[config.mk]
export PLATFORM = sky130hd
export DESIGN_NAME = wdcm_top
export DESIGN_NICKNAME = d
export VERILOG_FILES = /design/src/verilog/wdcm_pkg.sv /design/src/verilog/wdcm_top.sv
export SDC_FILE = /design/constraint.sdc
export NUM_CORES = 1
export LEC_CHECK = 0
export BUFFER_PORTS_ARGS = -buffer_cell sky130_fd_sc_hd__buf_2
export CORE_ASPECT_RATIO = 2
export CORE_MARGIN = 5
export CORE_UTILIZATION = 54
export DETAILED_ROUTE_END_ITERATION = 12
export GPL_TIMING_DRIVEN = 0
export PLACE_DENSITY = 0.78
export SETUP_SLACK_MARGIN = 0.3
export SYNTH_ARGS = -nofsm -noshare
export SYNTH_HDL_FRONTEND = slang
export SYNTH_SLANG_ARGS = --single-unit
[constraint.sdc]
create_clock -name ref_clk -period 2.45 [get_ports ref_clk]
set_input_delay 0.245 -clock ref_clk [delete_from_list [all_inputs] [get_ports ref_clk]]
set_output_delay 0.245 -clock ref_clk [all_outputs]
set_load 0.01 [all_outputs]
[src/verilog/wdcm_pkg.sv]
// Purpose: Constants, state and field layout for the windowed watchdog
// Assumes: Window counts are in idle-timer ticks; release delay in ref_clk cycles
// Notes: Shared by the watchdog core and its assertions
package wdcm_pkg;

   // ============================================================
   // Service word field layout
   localparam int WIN_MSB = 7;
   localparam int WIN_LSB = 6;
   localparam int KEY_MSB = 5;
   localparam int KEY_LSB = 1;
   localparam int CM_BIT = 0;
   localparam logic [4:0] KEY_VAL = 5'h0C;
   localparam logic [4:0] KEY_READ = 5'h00;

   // ============================================================
   // Reset values
   localparam logic [1:0] WIN_RST = 2'h3;
   localparam logic CM_RST = 1'b1;

   // ============================================================
   // Timing counts
   localparam logic [16:0] LOWER_TICKS = 17'h0_0800;
   localparam logic [16:0] UPPER_BASE = 17'h0_2000;
   localparam int REL_MIN = 16;
   localparam int REL_MAX = 32;
   localparam int REL_MID = (REL_MIN + REL_MAX) / 2;
   localparam logic [5:0] REL_CYC = 6'(REL_MID);

   // ============================================================
   // Watchdog fault sequence
   typedef enum logic [1:0] {WD_RUN, WD_DRIVE, WD_HOLD, WD_WAIT} wdcm_wd_t;

   typedef struct packed {
      logic locked;
      logic [1:0] win;
      logic cm_en;
      logic low_en;
      logic [16:0] cnt;
      wdcm_wd_t st;
      logic [5:0] hold;
      logic [5:0] cm_hold;
      logic cm_drv;
      logic pin_s1;
      logic pin_s2;
      logic rate_s1;
      logic rate_s2;
      logic lp_q;
      logic oe;
   } wdcm_state_t;

endpackage : wdcm_pkg

[src/verilog/wdcm_top.sv]
// Purpose: Windowed watchdog with clock monitor and open-drain fault pin
// Assumes: ref_clk is the instruction clock; idle_tick is one ref_clk wide
// Notes: Fault pin is driven low only; the pad pull-up makes it high
`timescale 1ns/100ps
module wdcm_top
   import wdcm_pkg::*;
(
   // Clock and reset
   input wire logic ref_clk,
   input wire logic rst_n,
   // Option and mode controls, ref_clk domain
   input wire logic wd_option_dis,
   input wire logic halt_mode,
   input wire logic idle_mode,
   input wire logic boot_entry,
   input wire logic idle_tick,
   // Slow clock detector, asynchronous
   input wire logic clk_rate_low,
   // Service word access
   input wire logic svc_wr,
   input wire logic [7:0] svc_wdata,
   output logic [7:0] svc_rdata,
   // Fault pin
   input wire logic fault_pin_i,
   output logic fault_pin_o,
   output logic fault_pin_oe
);

   // ============================================================
   // State and decode
   wdcm_state_t s_q;
   wdcm_state_t s_d;
   logic wd_en;
   logic low_pwr;
   logic lp_exit;
   logic tick_run;
   logic pin_low;
   logic cm_err;
   logic accept;
   logic key_bad;
   logic cfg_bad;
   logic too_early;
   logic [16:0] upper;
   logic [16:0] cnt_inc;

   // Option bit gates the whole block
   assign wd_en = ~wd_option_dis;
   assign low_pwr = halt_mode | idle_mode;
   assign lp_exit = s_q.lp_q & ~low_pwr;
   // Counting frozen in low-power modes
   assign tick_run = idle_tick & ~low_pwr;
   assign pin_low = ~s_q.pin_s2;
   // Detector output is filtered externally; here only enable gating
   assign cm_err = s_q.cm_en & s_q.rate_s2;
   // Ignored unless running and pin released
   assign accept = svc_wr & wd_en & (s_q.st == WD_RUN) & ~pin_low;
   assign key_bad = svc_wdata[KEY_MSB:KEY_LSB] != KEY_VAL;
   assign cfg_bad = (svc_wdata[WIN_MSB:WIN_LSB] != s_q.win)
                  | (svc_wdata[CM_BIT] != s_q.cm_en);
   assign too_early = s_q.low_en & (s_q.cnt < LOWER_TICKS);
   assign upper = UPPER_BASE << s_q.win;
   assign cnt_inc = s_q.cnt + 17'h0_0001;

   // Read view never exposes the key
   assign svc_rdata = {s_q.win, KEY_READ, s_q.cm_en};
   assign fault_pin_o = 1'b0;
   assign fault_pin_oe = s_q.oe;

   // ============================================================
   // Next state
   always_comb begin
      s_d = s_q;
      s_d.pin_s1 = fault_pin_i;
      s_d.pin_s2 = s_q.pin_s1;
      s_d.rate_s1 = clk_rate_low;
      s_d.rate_s2 = s_q.rate_s1;
      s_d.lp_q = low_pwr;
      // Monitor release delay restarts on every new error
      if (cm_err) begin
         s_d.cm_drv = 1'b1;
         s_d.cm_hold = 6'h00;
      end else if (s_q.cm_drv) begin
         if (s_q.cm_hold == REL_CYC - 6'h01) begin
            s_d.cm_drv = 1'b0;
         end else begin
            s_d.cm_hold = s_q.cm_hold + 6'h01;
         end
      end
      unique case (s_q.st)
         WD_RUN: begin
            if (boot_entry) begin
               s_d.cnt = 17'h0_0000;
               s_d.low_en = 1'b0;
            end else if (lp_exit) begin
               s_d.cnt = 17'h0_0000;
            end else if (accept) begin
               if (key_bad) begin
                  s_d.st = WD_DRIVE;
               end else if (!s_q.locked) begin
                  // One-time configuration, lower bound skipped
                  s_d.locked = 1'b1;
                  s_d.win = svc_wdata[WIN_MSB:WIN_LSB];
                  s_d.cm_en = svc_wdata[CM_BIT];
                  s_d.cnt = 17'h0_0000;
                  s_d.low_en = 1'b1;
               end else if (cfg_bad || too_early) begin
                  s_d.st = WD_DRIVE;
               end else begin
                  s_d.cnt = 17'h0_0000;
                  s_d.low_en = 1'b1;
               end
            end else if (tick_run) begin
               if (cnt_inc == upper) begin
                  s_d.st = WD_DRIVE;
               end else begin
                  s_d.cnt = cnt_inc;
               end
            end
         end
         WD_DRIVE: begin
            // Hold starts once the pad is really seen low
            if (pin_low) begin
               s_d.st = WD_HOLD;
               s_d.hold = 6'h00;
            end
         end
         WD_HOLD: begin
            if (s_q.hold == REL_CYC - 6'h01) begin
               s_d.st = WD_WAIT;
            end else begin
               s_d.hold = s_q.hold + 6'h01;
            end
         end
         WD_WAIT: begin
            // Monitor may still hold the pin; wait for it
            if (!pin_low) begin
               s_d.st = WD_RUN;
               s_d.cnt = 17'h0_0000;
            end
         end
      endcase
      if (!wd_en) begin
         s_d.st = WD_RUN;
         s_d.cnt = 17'h0_0000;
         s_d.cm_drv = 1'b0;
      end
      // Registered enable avoids glitches on the pad
      s_d.oe = wd_en & (s_d.cm_drv | (s_d.st == WD_DRIVE) | (s_d.st == WD_HOLD));
   end

   // ============================================================
   // State register; armed with widest window and monitor on
   always_ff @(posedge ref_clk or negedge rst_n) begin
      if (!rst_n) begin
         s_q <= '{locked: 1'b0, win: WIN_RST, cm_en: CM_RST, low_en: 1'b0,
                  cnt: 17'h0_0000, st: WD_RUN, hold: 6'h00, cm_hold: 6'h00,
                  cm_drv: 1'b0, pin_s1: 1'b1, pin_s2: 1'b1, rate_s1: 1'b0,
                  rate_s2: 1'b0, lp_q: 1'b0, oe: 1'b0};
      end else begin
         s_q <= s_d;
      end
   end
endmodule : wdcm_top
==> results of run 1 <==
cells in the mapped netlist, drive strengths merged, types with 7 or more instances:
cell / n
nand4: 14
o41ai: 11
o21ai: 13
a21oi: 12
o31ai: 10
nand2: 37
nand3: 29
nor2: 30
xor2: 7
buf: 18
clkbuf: 13
dfrtp: 38
nor3: 12
per-stage QoR:
stage	util	setup TNS, ns	hold WS [ns]
3_5_place_dp	0.593	-8.35	0.348
2_1_floorplan	-	-0.751	-0.0506
6_report	0.725	-2.12	0.0405
3_3_place_gp	0.593	-6.59	0.348
5_1_grt	0.725	-4.44	0.0260
4_1_cts	0.682	-1.70	0.0323
how the worst min path moves through the flow:
stage / startpoint / end / slack (ns)
floorplan: rst_n / fault_pin_oe / -0.05
global route: clk_rate_low / s_d[2] / 0.03
finish: fault_pin_i / s_d[4] / 0.04
detailed placement: s_d[4] / s_q[4] / 0.35
CTS: fault_pin_i / s_d[4] / 0.03
global placement: s_d[4] / s_q[4] / 0.35
registers in the layout, indices dropped and copies added (netlist names):
name / flops
svc_rdata: 3
s_d: 2
s_q: 37
fault_pin_oe: 1
final cells by class:
cell class | instances | area share
inverter | 4 | 0.00389
clock inverter | 3 | 0.0123
tap | 60 | 0.0194
multi-input combinational | 264 | 0.504
timing repair buffer | 55 | 0.101
sequential | 43 | 0.283
buffer | 31 | 0.0587
clock buffer | 5 | 0.0178
worst register-to-register path: stages, from the launching register on:
cell and delay (ns):
dfrtp_2 0.42, buf_4 0.14, nand3_4 0.11, or4b_1 0.50
o311a_1 0.13, a21oi_1 0.17, nand4b_1 0.20, nor3_4 0.19
or2_1 0.14, buf_6 0.15, buf_6 0.11, mux2_2 0.31
per-layer routing:
metal	vias up	GRT usage	wire (µm)
met5	-	0	0
met4	0	0.0992	236
met3	28	0.0361	522
met2	134	0.364	4200
met1	1377	0.311	3230
li1	1375	-	-
power by group:
part / switching [µW] / internal, µW / leakage (µW) / total (µW)
sequential: 46.4 / 760 / 0.000556 / 806
clock: 275 / 309 / 0.0000587 / 584
combinational: 149 / 123 / 0.00109 / 272
total: 470 / 1190 / 0.00170 / 1660
logic make-up (layout without fill, tap and decap cells):
kind of cell	after synthesis	after routing
simple gates	170	170
compound gates	66	66
mux	10	10
xor+xnor	8	8
other cells	1	6
buf+inv	35	98
flops	43	43
fa+ha+maj	4	4
timing repair:
| item | 4_1_cts | 5_1_grt |
|---|---|---|
| setup buffers | 21 | 12 |
| endpoints found under the setup margin | 23 | 27 |
| gates cloned | 1 | 0 |
| pin swaps | 18 | 7 |
| gates resized for setup | 43 | 25 |
==> results by group, run 1 <==
Outcome
  – Outcome: finished with violations
  – Failing checks: setup timing

Synthesis
  – Post-synthesis sequential area ratio: 0.370
  – Largest family of logic cells by synthesized area: simple AND/OR/NAND/NOR gates
  – Cell count after synthesis: 337
  – Post-synthesis simple-gate area fraction: 0.316
  – Synth cell types: 59
  – Seq cells post-synth: 43
  – Post-synth top flop: dfrtp_1
  – Number of synthesized flops with an enable pin: 0
  – Syn_area_per_cell: 8.68 µm²
  – Post-synthesis mux area share: 0.0364
  – Mapped Area: 2920 µm²
  – Synth warn: 0
  – Area leader, netlist: dfrtp_1
  – Synth async-reset ratio: 1.00
  – Area share of xor/xnor cells in the synthesized design: 0.0240
  – Synth Area in Adders: 0.0171
  – Synth Area in Compound Gates: 0.170
  – Synth top area cells: dfrtp_1, nand2_1, nand3_1
  – Post-synth top area share: 0.325

Pwr
  – Leakage: 0.00170 µW
  – PD cells: 431 nW/µm²
  – Tot Pwr: 1660 µW
  – Max VDD drop: 0.462 mV

Floorplan
  – Io pins: 28
  – Die area: 7080 µm²
  – Starting Density: 0.549
  – Total core area: 5330 µm²
  – Die Height: 114 µm
  – Die width: 62.0 µm
  – Num rows: 38

Critical path
  – Crit-path max FO: 7
  – CP top delay family: simple AND/OR/NAND/NOR gates
  – Element type at the critical path end: flop
  – CP Capture Point: s_q[21]
  – RR Endpoint: s_q[21]
  – CP Class: reg -> reg
  – Cell mode on critical path: buf_6
  – Crit path depth: 11
  – R2r setup slk: -0.24 ns
  – Max incr delay on CP: 0.50 ns
  – Crit path DAT: 2.88 ns
  – WP buf/inv: 3
  – CP cell instances: buf_4, nand3_4, or4b_1, o311a_1, a21oi_1, nand4b_1, nor3_4, or2_1, buf_6, buf_6, mux2_2
  – Worst r2r path cells: 11
  – Reg-to-reg startpoint: s_q[21]
  – CP startpoint kind: flop
  – Worst Setup SP: s_q[21]
  – Worst endpoint required time: 2.64 ns
  – Crit-path slowest cell: or4b_1

Placed design
  – PortBufs: 21
  – Post-DP Area: 3160 µm²
  – Dpl cells: 423
  – Dpl hpwl: 4930 µm
  – Routability cong.: 0.901
  – Pre-CTS setup slack: -0.559 ns

CTS
  – H-tree depth: 2
  – Clk slew on worst S/H paths: 0.08 ns
  – Clk root buf: clkbuf_8
  – Clock buffer depth: 2
  – Worst skew pair latency: 0.31 ns
  – Sink Count: 43
  – CTS tree: done
  – Cts hold-fix bufs: 0
  – Cts bufs inserted: 5

Layout
  – Multi-input logic area: 1940 µm²
  – Most frequent cells in the layout: buf_4, nand2_1, dfrtp_1, nor2_1
  – Area Overhead vs Synth: 32.0%
  – Commonest non-fill, non-tap cell in the layout: buf_4
  – Final std cells w/o fill: 465
  – # fillers: 406
  – Design Area, Final: 3860 µm²
  – N_diodes: 0
  – Post-layout net count: 426
  – Reg area: 1090 µm²
  – Layout cells sized above 1: 0.368

Global routing
  – Largest net degree at the start of global routing: 44
  – Initial antenna violation count: 0
  – Vias in the first global route: 2,741
  – GRT overflow: 0
  – First-pass GRT wire length: 12,700 µm
  – GRT Resource Usage Total: 0.233

Routing
  – Total wire length: 8190 µm
  – Antenna viol nets, final: 0
  – Vias after detailed routing: 2,914
  – First DRT Iteration DRCs: 213
  – DR DRC count: 0
  – WL per Instance: 17.6 µm
  – First drt pass iteration count: 6
  – Vias per std cell: 6.27

Timing
  – Slew @ Worst Pin: 1.03 ns
  – Clock Skews: 0.0157 ns
  – Final setup violation count: 18
  – Post-layout min period: 2.69 ns
  – Max Freq: 372 MHz
  – RSZ-0062 raised after global routing: true
  – Fin. max-slew vios: 0
  – Period utilization: 1.10
  – Max-slew headroom: 0.316
  – Final Hold Vio Count: 0
  – Setup WS post-layout: -0.241 ns

Flow run
  – Max-cap violations: 0

Hold path
  – Hold Path Class: in -> reg
  – WHS Path Cells: 1
(Power assumes the default switching activity.)
==> run 2, diff against run 1 <==
--- a/config.mk
+++ b/config.mk
@@ -6,12 +6,14 @@
 export NUM_CORES = 1
 export LEC_CHECK = 0
 export BUFFER_PORTS_ARGS = -buffer_cell sky130_fd_sc_hd__buf_2
+export CELL_PAD_IN_SITES_DETAIL_PLACEMENT = 0
+export CELL_PAD_IN_SITES_GLOBAL_PLACEMENT = 1
 export CORE_ASPECT_RATIO = 2
 export CORE_MARGIN = 5
-export CORE_UTILIZATION = 54
+export CORE_UTILIZATION = 41
 export DETAILED_ROUTE_END_ITERATION = 12
 export GPL_TIMING_DRIVEN = 0
-export PLACE_DENSITY = 0.78
+export PLACE_DENSITY = 0.77
 export SETUP_SLACK_MARGIN = 0.3
 export SYNTH_ARGS = -nofsm -noshare
 export SYNTH_HDL_FRONTEND = slang
==> results by group, run 2 (same netlist as run 1, synthesis figures left out) <==
Hold path
  – Hold Path Class: in -> reg

Timing
  – Max-slew headroom: 0.324
  – RSZ-0062 raised after global routing: true
  – Fin. max-slew vios: 0
  – Final Hold Vio Count: 0
  – Clock Skews: 0.0100 ns
  – Period utilization: 1.12
  – Setup WS post-layout: -0.287 ns
  – Post-layout min period: 2.74 ns
  – Max Freq: 365 MHz
  – Slew @ Worst Pin: 1.01 ns
  – Final setup violation count: 18

Pwr
  – Leakage: 0.00170 µW
  – Tot Pwr: 1850 µW
  – PD cells: 477 nW/µm²
  – Max VDD drop: 0.541 mV

Global routing
  – GRT Resource Usage Total: 0.186
  – GRT overflow: 0
  – Met2 Use GR: 0.364
  – Initial antenna violation count: 0
  – M3 GR Usage: 0.0272
  – First-pass GRT wire length: 13,300 µm
  – Largest net degree at the start of global routing: 44
  – GRT busiest layer: met2
  – Met1 Use GR: 0.188
  – Vias in the first global route: 2,721

Routing
  – Vias per std cell: 5.88
  – First DRT Iteration DRCs: 168
  – First drt pass iteration count: 7
  – DR DRC count: 0
  – Vias after detailed routing: 2,883
  – WL per Instance: 17.3 µm
  – Total wire length: 8460 µm
  – Antenna viol nets, final: 0

Flow run
  – Max-cap violations: 0

Layout
  – Max FFs per register: 37
  – N_diodes: 0
  – # fillers: 626
  – Post-layout net count: 421
  – Top reg by flops: s_q
  – Layout cells sized above 1: 0.345
  – Most frequent cells in the layout: nand2_1, buf_4, dfrtp_1, nor2_1, nand3_1
  – Area Overhead vs Synth: 32.5%
  – Commonest non-fill, non-tap cell in the layout: nand2_1
  – Final std cells w/o fill: 490
  – Design Area, Final: 3870 µm²

Floorplan
  – Io pins: 28
  – Num rows: 43
  – Die width: 69.7 µm
  – Starting Density: 0.421
  – Total core area: 6940 µm²
  – Die Height: 129 µm
  – Die area: 9020 µm²

Critical path
  – Worst endpoint required time: 2.63 ns
  – Crit-path max FO: 7
  – R2r setup slk: -0.29 ns
  – CP Class: reg -> reg
  – CP startpoint kind: flop
  – Element type at the critical path end: flop
  – Crit path DAT: 2.92 ns

CTS
  – H-tree depth: 2
  – Clk root buf: clkbuf_16
  – Worst skew pair latency: 0.30 ns
  – Cts bufs inserted: 5
  – Cts hold-fix bufs: 0
  – Sink Count: 43
  – CTS tree: done
  – Clk slew on worst S/H paths: 0.07 ns
  – Clock buffer depth: 2

Outcome
  – Outcome: finished with violations
  – Failing checks: setup timing

Placed design
  – Routability cong.: 0.869
  – Dpl hpwl: 5690 µm
  – PortBufs: 21
  – Dpl cells: 453
  – Post-DP Area: 3200 µm²
run 2: cell types whose count changed in the layout (fill, tap and decap cells not counted), moves of 2 or more:
cell       delta
nand3_2       -2
clkbuf_8      -5
clkbuf_16     +6
buf_4         -8
nand3_1       +2
run 2: worst paths after layout:
| kind | from | to | cells past startpoint |
|---|---|---|---|
| setup / recovery | s_q[21] | s_q[35] | 11 |
| hold / removal | fault_pin_i | s_d[4] | 1 |
| setup reg to reg | s_q[21] | s_q[35] | 11 |
| hold reg to reg | s_d[4] | s_q[4] | 0 |
| max in group asynchronous | rst_n | s_q[23] | 1 |
| min in group asynchronous | rst_n | s_q[27] | 1 |
run 2: cell type report:
cell class / instances / area, µm² / share of cell area
Inverter: 4 / 15.0 / 0.00387
Clock inverter: 2 / 37.5 / 0.00969
Clock buffer: 6 / 129 / 0.0333
Sequential cell: 43 / 1090 / 0.282
Multi-Input combinational cell: 264 / 1890 / 0.488
Tap cell: 90 / 113 / 0.0291
Timing Repair Buffer: 50 / 362 / 0.0933
Buffer: 31 / 238 / 0.0613
run 2: metrics by stage:
stage	setup WS, ns	TNS (ns)	hold WS, ns	util
6_report	-0.287	-3.72	0.0521	0.558
3_5_place_dp	-0.668	-9.78	0.339	0.461
4_1_cts	-0.226	-2.94	0.0474	0.527
3_3_place_gp	-0.676	-9.57	0.336	0.461
5_1_grt	-0.381	-6.10	0.0504	0.558
2_1_floorplan	-0.0973	-0.751	-0.0506	-
run 2: report_power, final:
group / leakage (µW) / switching, µW / internal, µW
clock: 0.0000771 / 296 / 482
combinational: 0.00106 / 144 / 121
sequential: 0.000555 / 46.9 / 761
total: 0.00170 / 486 / 1360
run 2: layer usage:
metal / share of wire / routed length, µm / vias up
met5: 0 / 0 / -
met4: 0.041 / 343 / 0
met3: 0.035 / 294 / 29
met2: 0.57 / 4780 / 97
met1: 0.36 / 3040 / 1394
li1: - / - / 1363
run 2: what timing repair did:
item                       4_1_cts  5_1_grt
gates cloned                     0        2
setup buffers                   19        8
gates resized for setup         33       34
setup endpoints to repair       23       24
pin swaps                        7       17
run 2: worst max-delay path, cell delays in order, from the launching register on:
cell,delay [ns]
dfrtp_2,0.41
ha_4,0.19
nand2_4,0.08
nor3_4,0.30
a31oi_1,0.13
o31a_1,0.36
a211oi_4,0.31
nor3_4,0.07
or2_1,0.24
buf_6,0.15
buf_12,0.15
o41ai_4,0.23
==> run 3, diff against run 2 <==
--- a/config.mk
+++ b/config.mk
@@ -6,10 +6,9 @@
 export NUM_CORES = 1
 export LEC_CHECK = 0
 export BUFFER_PORTS_ARGS = -buffer_cell sky130_fd_sc_hd__buf_2
-export CELL_PAD_IN_SITES_DETAIL_PLACEMENT = 0
+export CELL_PAD_IN_SITES_DETAIL_PLACEMENT = 1
 export CELL_PAD_IN_SITES_GLOBAL_PLACEMENT = 1
 export CORE_ASPECT_RATIO = 2
-export CORE_MARGIN = 5
 export CORE_UTILIZATION = 41
 export DETAILED_ROUTE_END_ITERATION = 12
 export GPL_TIMING_DRIVEN = 0
==> results by group, run 3 (same netlist as run 1, synthesis figures left out) <==
Layout
  – Design Area, Final: 4100 µm²
  – Most frequent cells in the layout: buf_4, nand2_1, dfrtp_1, nor2_1, nand3_1
  – Top reg by flops: s_q
  – Max FFs per register: 37
  – # fillers: 834
  – N_diodes: 0
  – Area Overhead vs Synth: 40.2%
  – Commonest non-fill, non-tap cell in the layout: buf_4
  – Layout cells sized above 1: 0.407
  – Post-layout net count: 434

Flow run
  – Max-cap violations: 0

Timing
  – Period utilization: 1.12
  – Setup_tns: -4.83 ns
  – Final setup violation count: 19
  – Max Freq: 363 MHz
  – Final Hold Vio Count: 0
  – Final hold slack: 0.0407 ns
  – Fin. max-slew vios: 0
  – Slew @ Worst Pin: 1.01 ns
  – RSZ-0062 raised after global routing: true
  – Max-slew headroom: 0.325
  – Clock Skews: 0.00375 ns
  – Setup WS post-layout: -0.304 ns
  – Post-layout min period: 2.75 ns

Critical path
  – Worst endpoint required time: 2.64 ns
  – CP cell instances: ha_4, nand2_4, nor3_4, buf_6, a31oi_4, o31a_1, a211oi_4, nor3_4, or2_1, buf_6, buf_12, o41ai_4
  – Crit-path max FO: 8
  – CP startpoint kind: flop
  – WP buf/inv: 3
  – Element type at the critical path end: flop
  – CP Class: reg -> reg
  – Max incr delay on CP: 0.44 ns
  – CP top delay family: compound AO/OA/AOI/OAI gates
  – Crit-path slowest cell: dfrtp_2
  – Crit path DAT: 2.95 ns

Routing
  – Antenna viol nets, final: 0
  – First drt pass iteration count: 4
  – DR DRC count: 0
  – Vias after detailed routing: 3,036
  – Vias per std cell: 6.04
  – First DRT Iteration DRCs: 134
  – WL per Instance: 20.8 µm
  – Total wire length: 10,500 µm

Pwr
  – Max VDD drop: 0.447 mV
  – PD cells: 444 nW/µm²
  – Leakage: 0.00177 µW
  – Tot Pwr: 1820 µW

CTS
  – Worst skew pair latency: 0.30 ns
  – Clk root buf: clkbuf_16
  – Cts bufs inserted: 5
  – H-tree depth: 2
  – Sink Count: 43
  – CTS tree: done
  – Clk slew on worst S/H paths: 0.07 ns
  – Clock buffer depth: 2

Global routing
  – Vias in the first global route: 3,241
  – First-pass GRT wire length: 15,900 µm
  – GRT Resource Usage Total: 0.291
  – Initial antenna violation count: 0
  – Largest net degree at the start of global routing: 44
  – GRT overflow: 0

Floorplan
  – Die area: 7490 µm²
  – Io pins: 28
  – Num rows: 43
  – Die Height: 121 µm
  – Starting Density: 0.425
  – Die width: 61.7 µm
  – Total core area: 6890 µm²

Outcome
  – Failing checks: setup timing
  – Outcome: finished with violations

Placed design
  – Post-DP Area: 3200 µm²
  – Pre-CTS setup slack: -0.788 ns
  – Dpl hpwl: 6410 µm
  – Routability cong.: 0.829
  – PortBufs: 21

Hold path
  – Hold Path Class: in -> reg
-- run 3: cell types whose count changed in the layout (fill, tap and decap cells not counted), moves of 3 or more --
cell and delta:
clkbuf_1 -4, buf_2 -3, o31ai_1 -5, clkbuf_4 +3, o31ai_4 +3, buf_4 +16
-- run 3: path summary, 6_finish.rpt --
check / startpoint / end / slack [ns] / cells past startpoint
max reg2reg: s_q[22] / s_q[35] / -0.30 / 12
min: fault_pin_i / s_d[4] / 0.04 / 1
max: s_q[22] / s_q[35] / -0.30 / 12
min in group asynchronous: rst_n / s_q[35] / 0.11 / 1
max in group asynchronous: rst_n / s_q[23] / 1.63 / 1
min reg2reg: s_d[4] / s_q[4] / 0.36 / 0
-- run 3: power by group --
part	internal, µW	total (µW)	switching, µW
clock network	388	716	328
logic	129	292	163
registers	760	810	50.3
total	1280	1820	541
-- run 3: layout make-up --
cell class | instances | area, µm² | area share
sequential | 43 | 1090 | 0.266
multi-input combinational | 264 | 2030 | 0.495
inverter | 4 | 15.0 | 0.00366
clock inverter | 3 | 26.3 | 0.00641
buffer | 31 | 251 | 0.0614
tap | 90 | 113 | 0.0275
clock buffer | 5 | 125 | 0.0305
timing repair buffer | 63 | 449 | 0.110
-- run 3: layer usage --
layer | share of wire | track usage | vias up
met5 | 0 | 0 | -
met4 | 0.049 | 0.183 | 0
met3 | 0.026 | 0.0490 | 42
met2 | 0.58 | 0.530 | 85
met1 | 0.34 | 0.279 | 1525
li1 | - | - | 1384
-- run 3: timing repair --
action                                  4_1_cts  5_1_grt
cloned                                        0        1
resized for setup                            75       15
pin swaps                                    15       13
hold buffers                                  0        0
setup buffers                                31       10
endpoints found under the setup margin       28       19
-- run 3: metrics by stage --
stage,util,instances
final,0.595,503
after global routing,0.595,503
after CTS,0.570,492
after detailed placement,0.464,453
after global placement,0.464,453
after floorplan,-,342
